## src/rtl/scm_pkg.sv

```systemverilog
// package: constants, types and state codes for the shutdown condition monitor
package scm_pkg;

    localparam int unsigned CLK_HZ          = 50_000_000;
    localparam int unsigned LB_WAIT_MS      = 8000;
    localparam int unsigned OVERTMP_WAIT_MS = 1000;
    localparam int unsigned OVERTMP_DEB_MS  = 62;
    localparam int unsigned CYC_PER_MS      = CLK_HZ / 1000;
    // longest waits round down, least debounce time rounds up (strictly more than 62 ms)
    localparam longint unsigned LB_WAIT_CYC      = 64'(LB_WAIT_MS) * CYC_PER_MS;
    localparam longint unsigned OVERTMP_WAIT_CYC = 64'(OVERTMP_WAIT_MS) * CYC_PER_MS;
    localparam longint unsigned OVERTMP_DEB_CYC  = 64'(OVERTMP_DEB_MS) * CYC_PER_MS + 1;

    // debounce choices for the battery monitor, in ms
    localparam int unsigned LB_DEB0_MS = 0;
    localparam int unsigned LB_DEB1_MS = 1;
    localparam int unsigned LB_DEB2_MS = 10;
    localparam int unsigned LB_DEB3_MS = 50;

    localparam int CNT_W = 32;
    localparam int FLAG_W = 8;
    localparam int LB_BIT      = 0;
    localparam int OVERTMP_BIT = 1;
    localparam logic [FLAG_W-1:0] FLAG_RST = 8'h00;
    localparam logic [FLAG_W-1:0] MASK_RST = 8'hFF;

    typedef enum logic [1:0] {
        SCM_NOPOWER = 2'b00,
        SCM_SAVE    = 2'b01,
        SCM_STANDBY = 2'b10,
        SCM_ACTIVE  = 2'b11
    } scm_pstate_t;

    typedef struct packed {
        logic       below_low;   // comparator: vbat below threshold
        logic       above_hyst;  // comparator: vbat above threshold plus hysteresis
        logic       tmp_hot;     // comparator: temperature past trip point
        logic       tmp_cool;    // comparator: temperature below trip minus hysteresis
    } scm_cmp_t;

    typedef struct packed {
        logic              rd;     // one-cycle read-and-clear strobe
        logic [FLAG_W-1:0] mask;   // 1 = masked
    } scm_host_t;

endpackage

```

## src/rtl/scm_timer.sv

```systemverilog
// module: generic run/expire counter used for debounce and forced-standby waits
`timescale 1ns/1ps
module scm_timer (
    input  wire logic             i_mclk,
    input  wire logic             i_reset,
    input  wire logic             i_run,
    input  wire logic [scm_pkg::CNT_W-1:0] i_limit,
    output logic                  o_done
);
    import scm_pkg::*;

    typedef struct packed {
        logic [CNT_W-1:0] cnt;
        logic             done;
    } scm_tmr_t;

    scm_tmr_t st_r;
    scm_tmr_t st_nxt;

    // done stays high while run holds; dropping run cancels the count
    always_comb begin
        st_nxt = st_r;
        if (!i_run) begin
            st_nxt.cnt  = '0;
            st_nxt.done = 1'b0;
        end else if (!st_r.done) begin
            if (st_r.cnt + 1'b1 >= i_limit) begin
                st_nxt.done = 1'b1;
            end
            st_nxt.cnt = st_r.cnt + 1'b1;
        end
    end

    always_ff @(posedge i_mclk or posedge i_reset) begin
        if (i_reset) begin
            st_r <= '0;
        end else begin
            st_r <= st_nxt;
        end
    end

    assign o_done = st_r.done;

endmodule

```

## src/rtl/scm_monitor.sv

```systemverilog
// module: low-battery and over-temperature supervision with forced standby
`timescale 1ns/1ps
module scm_monitor (
    input  wire logic                        i_mclk,
    input  wire logic                        i_reset,
    input  wire scm_pkg::scm_pstate_t        i_pstate,
    input  wire scm_pkg::scm_cmp_t           i_cmp,
    input  wire logic [1:0]                  i_lb_deb_sel,
    input  wire scm_pkg::scm_host_t          i_host,
    output logic [scm_pkg::FLAG_W-1:0]       o_flags,
    output logic                             o_irq_n,
    output logic                             o_force_standby,
    output logic                             o_tsens_en
);
    import scm_pkg::*;

    // ****************************************
    // synchronisers for comparator outputs
    // ****************************************
    scm_cmp_t cmp_m_r;
    scm_cmp_t cmp_s_r;

    always_ff @(posedge i_mclk or posedge i_reset) begin
        if (i_reset) begin
            cmp_m_r <= '0;
            cmp_s_r <= '0;
        end else begin
            cmp_m_r <= i_cmp;
            cmp_s_r <= cmp_m_r;
        end
    end

    // ****************************************
    // state
    // ****************************************
    typedef struct packed {
        scm_pstate_t       prev;
        logic              lb_armed;   // rearmed after rising past hysteresis
        logic              tmp_hot;    // hysteresis-latched hot level
        logic              tmp_fired;
        logic [FLAG_W-1:0] flags;
        logic [FLAG_W-1:0] held;       // events caught during a read
        logic              lb_wait;
        logic              tmp_wait;
        logic              force_sb;
        logic              irq_n;
        logic              tsens_en;
    } scm_state_t;

    scm_state_t st_r;
    scm_state_t st_nxt;

    logic              active;
    logic              leave_active;
    logic              lb_deb_done;
    logic              tmp_deb_done;
    logic              lb_to_done;
    logic              tmp_to_done;
    logic [CNT_W-1:0]  lb_deb_lim;
    logic [FLAG_W-1:0] ev;

    assign active       = (i_pstate == SCM_ACTIVE);
    assign leave_active = (st_r.prev == SCM_ACTIVE) && (i_pstate == SCM_STANDBY);

    // debounce length select; zero setting still costs one cycle
    always_comb begin
        unique case (i_lb_deb_sel)
            2'b00: lb_deb_lim = CNT_W'(LB_DEB0_MS * CYC_PER_MS + 1);
            2'b01: lb_deb_lim = CNT_W'(LB_DEB1_MS * CYC_PER_MS);
            2'b10: lb_deb_lim = CNT_W'(LB_DEB2_MS * CYC_PER_MS);
            2'b11: lb_deb_lim = CNT_W'(LB_DEB3_MS * CYC_PER_MS);
        endcase
    end

    // ****************************************
    // timers
    // ****************************************
    // battery debounce ignores power state entirely
    scm_timer u_lb_deb (
        .i_mclk  (i_mclk),
        .i_reset (i_reset),
        .i_run   (cmp_s_r.below_low & st_r.lb_armed),
        .i_limit (lb_deb_lim),
        .o_done  (lb_deb_done)
    );

    // temperature debounce runs only in active (from i_pstate), while hot is latched and not yet fired
    scm_timer u_tmp_deb (
        .i_mclk  (i_mclk),
        .i_reset (i_reset),
        .i_run   (active & st_r.tmp_hot & ~st_r.tmp_fired),
        .i_limit (CNT_W'(OVERTMP_DEB_CYC)),
        .o_done  (tmp_deb_done)
    );

    // waits run only while active, so leaving active cancels them
    scm_timer u_lb_to (
        .i_mclk  (i_mclk),
        .i_reset (i_reset),
        .i_run   (st_r.lb_wait & active),
        .i_limit (CNT_W'(LB_WAIT_CYC)),
        .o_done  (lb_to_done)
    );

    scm_timer u_tmp_to (
        .i_mclk  (i_mclk),
        .i_reset (i_reset),
        .i_run   (st_r.tmp_wait & active),
        .i_limit (CNT_W'(OVERTMP_WAIT_CYC)),
        .o_done  (tmp_to_done)
    );

    // ****************************************
    // next state
    // ****************************************
    always_comb begin
        st_nxt      = st_r;
        st_nxt.prev = i_pstate;
        ev          = '0;

        // fixed trip point from the comparator, hysteresis by latch
        if (!active) begin
            st_nxt.tmp_hot   = 1'b0;
            st_nxt.tmp_fired = 1'b0;
        end else if (cmp_s_r.tmp_hot) begin
            st_nxt.tmp_hot = 1'b1;
        end else if (cmp_s_r.tmp_cool) begin
            st_nxt.tmp_hot   = 1'b0;
            st_nxt.tmp_fired = 1'b0;
        end

        if (tmp_deb_done && !st_r.tmp_fired) begin
            ev[OVERTMP_BIT]  = 1'b1;
            st_nxt.tmp_fired = 1'b1;
        end

        if (lb_deb_done && st_r.lb_armed) begin
            ev[LB_BIT]      = 1'b1;
            st_nxt.lb_armed = 1'b0;
        end else if (cmp_s_r.above_hyst) begin
            st_nxt.lb_armed = 1'b1;
        end

        // timers start on event only when the host has something to act on
        if (ev[LB_BIT] && active) begin
            st_nxt.lb_wait = 1'b1;
        end
        if (ev[OVERTMP_BIT]) begin
            st_nxt.tmp_wait = 1'b1;
        end
        if (!active) begin
            st_nxt.lb_wait  = 1'b0;
            st_nxt.tmp_wait = 1'b0;
        end

        // read-and-clear: flags go out, arrivals wait in held
        if (i_host.rd) begin
            st_nxt.flags = '0;
            st_nxt.held  = st_r.held | ev;
        end else begin
            st_nxt.flags = st_r.flags | st_r.held | ev;
            st_nxt.held  = '0;
        end

        // a set in the same cycle as the transition still wins; under a read it waits in held
        if (leave_active) begin
            st_nxt.flags[LB_BIT]      = ev[LB_BIT] & ~i_host.rd;
            st_nxt.flags[OVERTMP_BIT] = ev[OVERTMP_BIT] & ~i_host.rd;
            st_nxt.held[LB_BIT]       = ev[LB_BIT] & i_host.rd;
            st_nxt.held[OVERTMP_BIT]  = ev[OVERTMP_BIT] & i_host.rd;
        end

        st_nxt.force_sb = active & (lb_to_done | tmp_to_done);
        st_nxt.irq_n    = ~(active & |(st_nxt.flags & ~i_host.mask));
        st_nxt.tsens_en = active;
    end

    always_ff @(posedge i_mclk or posedge i_reset) begin
        if (i_reset) begin
            st_r          <= '0;
            st_r.lb_armed <= 1'b1;
            st_r.flags    <= FLAG_RST;
            st_r.irq_n    <= 1'b1;
        end else begin
            st_r <= st_nxt;
        end
    end

    assign o_flags         = st_r.flags;
    assign o_irq_n         = st_r.irq_n;
    assign o_force_standby = st_r.force_sb;
    assign o_tsens_en      = st_r.tsens_en;

    // ****************************************
    // checks
    // ****************************************
    a_irq_masked_off: assert property (@(posedge i_mclk) disable iff (i_reset)
        !active |=> o_irq_n)
        else $error("irq asserted outside active");

    a_tsens_only_active: assert property (@(posedge i_mclk) disable iff (i_reset)
        $rose(o_tsens_en) |-> $past(active))
        else $error("sensor enabled outside active");

    a_flags_cleared_sb: assert property (@(posedge i_mclk) disable iff (i_reset)
        leave_active && ev == '0 |=> !o_flags[LB_BIT] && !o_flags[OVERTMP_BIT])
        else $error("flags not cleared on standby entry");

    a_read_clears: assert property (@(posedge i_mclk) disable iff (i_reset)
        i_host.rd |=> o_flags == '0)
        else $error("read did not clear flags");

    a_read_keeps_event: assert property (@(posedge i_mclk) disable iff (i_reset)
        i_host.rd && ev[LB_BIT] && !leave_active ##1 !i_host.rd && !leave_active
        |=> o_flags[LB_BIT])
        else $error("event during read lost");

    a_force_needs_wait: assert property (@(posedge i_mclk) disable iff (i_reset)
        o_force_standby |-> $past(st_r.lb_wait || st_r.tmp_wait, 2))
        else $error("forced standby without pending event");

    a_force_only_active: assert property (@(posedge i_mclk) disable iff (i_reset)
        o_force_standby |-> $past(active))
        else $error("forced standby outside active");

    a_lb_rearm_needed: assert property (@(posedge i_mclk) disable iff (i_reset)
        ev[LB_BIT] |=> !st_r.lb_armed)
        else $error("battery monitor not disarmed after event");

    a_tmp_event_hot: assert property (@(posedge i_mclk) disable iff (i_reset)
        ev[OVERTMP_BIT] |-> $past(st_r.tmp_hot, 8) && $past(active, 8))
        else $error("over-temperature event without sustained hot level");

endmodule

```

## config.mk

```make
export PLATFORM = sky130hd
export DESIGN_NAME = scm_monitor
export DESIGN_NICKNAME = d
export VERILOG_FILES = /design/src/rtl/scm_pkg.sv /design/src/rtl/scm_timer.sv /design/src/rtl/scm_monitor.sv
export SDC_FILE = /design/constraint.sdc
export NUM_CORES = 1
export LEC_CHECK = 0
export ABC_AREA = 0
export BUFFER_PORTS_ARGS = -buffer_cell sky130_fd_sc_hd__buf_4
export CAP_MARGIN = 20
export CORE_UTILIZATION = 60
export DETAILED_ROUTE_END_ITERATION = 16
export GPL_ROUTABILITY_DRIVEN = 0
export PLACE_DENSITY_LB_ADDON = 0.25
export SLEW_MARGIN = 20
export SYNTH_ARGS = -nofsm -noshare
export SYNTH_HDL_FRONTEND = slang
export SYNTH_SLANG_ARGS = --single-unit
```

## constraint.sdc

```tcl
create_clock -name i_mclk -period 8 [get_ports i_mclk]
set_input_delay 0.4 -clock i_mclk [delete_from_list [all_inputs] [get_ports i_mclk]]
set_output_delay 0.4 -clock i_mclk [all_outputs]
set_load 0.03 [all_outputs]
```

==> out/summary.txt <==
status = complete, no violations
Detail Route Antenna Nets = 0
most frequent cell after synthesis = nor2_1
post-CTS resize count = 0
CTS Hold Buffers Added = 0
leak pwr = 0.004338 uW
pwr dens = 160.6 mW/mm^2
most used routing layer = met2
width of the die = 130.2 um
# diodes = 0
die height = 130.2 um
number of remaining DRC errors = 0
adder-cell share of the synthesized area = 3.301%
proportion of synthesized area in mux cells = 0.6221%
global-route wire length before repair = 34.22 mm
via count of the first global-routing pass = 7476
worst vdd ir = 0.1497 mV
fmax = 334.5 MHz
IO Count = 30
cell area after layout = 0.01075 mm^2
Worst-path clk slew = 0.07 ns
Setup Crit Path Kind = flop to flop
fin nets = 1154
Top delay family on crit path = simple AND/OR/NAND/NOR gates
area leader, netlist = dfrtp_1
share of cells above drive strength 1 = 8.645%
synth top area cells = dfrtp_1 (40%), xnor2_1 (7.9%), nor2_1 (6.7%)
post-detail-place hpwl = 13.48 mm
worst-path maximum fanout = 7
worst hold margin = 0.07294 ns
Inst Count DP = 1305
max incr delay on CP = 0.62 ns
fin crit period = 2.990 ns
vias per inst = 5.923
sequential area share after synthesis = 40.65%
Clock Skew = 0.01216 ns
Starting Density = 61.82%
Routed WL per cell = 14.84 um
placed cell areas = 0.01010 mm^2
H-tree levels = 4
Port-buffer cells = 29
setup_tns = 0 ns
fin cells = 1338
Slew Viols, Final = 0
Critical Path Start Type = flop
setup repair after global routing missed its margin = no
Sink Count = 160
largest family of logic cells by synthesized area = simple AND/OR/NAND/NOR gates
Crit path top cell by count = ha_1
Ys Warns = 0
critical path cell sequence = ha_1 -> nand4_1 -> nor4_2 -> nand3_1 -> xnor2_1 -> ha_1 -> a21oi_1 -> nand2_1 -> a211oi_1 -> a31oi_1
met2 usage in global routing = 41.33%
Core Area = 0.01594 mm^2
CTS Buf Count = 17
CP endpoint kind = flop
Cells after Synth = 1116
GRT overflow = 0
drt first pass iters = 5
final setup vio count = 0
Mapped Nets = 1161
Crit-path slowest cell = nor4_2
Vias = 7925
Rows = 46
Die ar. = 0.01694 mm^2
pin count of the biggest net entering global routing = 84
Min-Delay Path Class = input port to flop
Tot GR Track Use = 25.15%
total power = 1726 uW
Post-Synth XOR/XNOR Area = 13.33%
final hold vios = 0
Max Cap Viol = 0
initial DRC count = 449
Worst EP arrival = 3.28 ns
GR Layer Usage met1 = 33.85%
Root Driver = clkbuf_16
Post-Syn Area per Cell = 8.831 um^2
final wirelength = 19.86 mm
async set-reset flop share out of synthesis = 100.0%
Clock Latency Late Sink = 0.43 ns
Compound-Gate Fraction of Synth Area = 10.08%
Layout area overhead = 9.026%
TritonCTS clock tree = built
post-CTS setup buffers = 0
synth cell count leaders = nor2_1 (177), dfrtp_1 (158), xnor2_1 (89)
crit path buf inv count = 0
Post-synth EDFFs = 0
Rel. slew slack = 36.39%
worst-margin pin slew = 0.9542 ns
period utilization = 37.37%
required time worst endpoint = 8.29 ns
top-area cell type share of the netlist area = 40.12%
Simple-Gate Fraction of Synth Area = 28.09%
dominant synthesized flop cell = dfrtp_1
#FFs+latches synth = 160
met3 Track Usage GR = 5.084%
Distinct cells, synth = 75
initial antenna violation count = 0
Netlist Area Pre-Place = 0.009856 mm^2
Longest Clk Path Bufs = 2
-- cell families (layout without fill, tap and decap cells) --
| family | count (synthesis) | count (layout) |
|---|---|---|
| simple gates | 536 | 536 |
| flops | 160 | 160 |
| xor+xnor | 150 | 150 |
| compound gates | 149 | 149 |
| buf+inv | 89 | 95 |
| fa+ha+maj | 26 | 26 |
| mux | 6 | 6 |
-- power by group --
group	internal, uW	total, uW	switching (uW)
Combinational	14.4	47.0	32.6
Sequential	814	818	4.00
Clock	515	862	347
-- layout by cell type (no fill, tap or decap), drive strengths merged, types with 10 or more instances in the layout --
cell type,count
or3,24
o21ai,32
clkbuf,19
buf,34
a31oi,18
xnor2,89
a21oi,32
nand4,30
nand2,81
and3,35
nand3b,10
nor2b,16
dfrtp,158
nand3,58
nor3,43
nor4,22
nor2,177
inv,34
ha,26
xor2,61
-- final cells by class --
type | count | area (um^2)
tap | 216 | 270.3
fill | 1305 | 5197
multi-input combinational | 867 | 5465
inverter | 29 | 113.9
clock inverter | 13 | 173.9
clock buffer | 19 | 452.9
timing repair buffer | 34 | 262.8
sequential | 160 | 4006
-- metrics by stage --
| stage | worst slack (ns) | util [%] |
|---|---|---|
| after floorplan | 3.283 | - |
| after global placement | 5.199 | 63.36 |
| after detailed placement | 5.024 | 63.36 |
| after CTS | 5.007 | 67.29 |
| after global routing | 4.792 | 67.40 |
| final | 5.010 | 67.40 |
-- final timing paths --
path	startpoint	to	slack, ns	cells past startpoint
min in group asynchronous	i_reset	u_tmp_deb.st_r[20]$_DFFE_PP0P_	0.10	2
max in group asynchronous	i_reset	u_lb_to.st_r[6]$_DFFE_PP0P_	6.46	3
hold / removal	i_cmp[2]	cmp_m_r[2]$_DFF_PP0_	0.07	1
hold reg to reg	cmp_m_r[1]$_DFF_PP0_	cmp_s_r[1]$_DFF_PP0_	0.35	0
setup reg to reg	u_lb_deb.st_r[1]$_DFFE_PP0P_	u_lb_deb.o_done$_DFF_PP0_	5.01	10
setup / recovery	u_lb_deb.st_r[1]$_DFFE_PP0P_	u_lb_deb.o_done$_DFF_PP0_	5.01	10
-- sequential cells by signal, indices dropped and copies added, names as in the netlist --
| signal | cells |
|---|---|
| u_lb_deb.o_done | 1 |
| cmp_s_r | 4 |
| u_lb_to.o_done | 1 |
| u_tmp_deb.o_done | 1 |
| u_tmp_to.st_r | 32 |
| u_lb_to.st_r | 32 |
| o_tsens_en | 1 |
| o_irq_n | 1 |
| u_lb_deb.st_r | 32 |
| u_tmp_to.o_done | 1 |
| o_flags | 8 |
| st_r | 9 |
| u_tmp_deb.st_r | 32 |
| o_force_standby | 1 |
| cmp_m_r | 4 |
-- worst reg2reg max path, cell delays in order (launching register included) --
cell and delay [ns]:
dfrtp_1 0.47, ha_1 0.29, nand4_1 0.17, nor4_2 0.62, nand3_1 0.21, xnor2_1 0.17
ha_1 0.31, a21oi_1 0.15, nand2_1 0.07, a211oi_1 0.27, a31oi_1 0.11
-- layer usage --
layer | vias to the layer above | routed length (um)
li1 | 3906 | -
met1 | 3855 | 9431
met2 | 143 | 9470
met3 | 21 | 742
met4 | 0 | 216
met5 | - | 0
(Power assumes the default switching activity.)
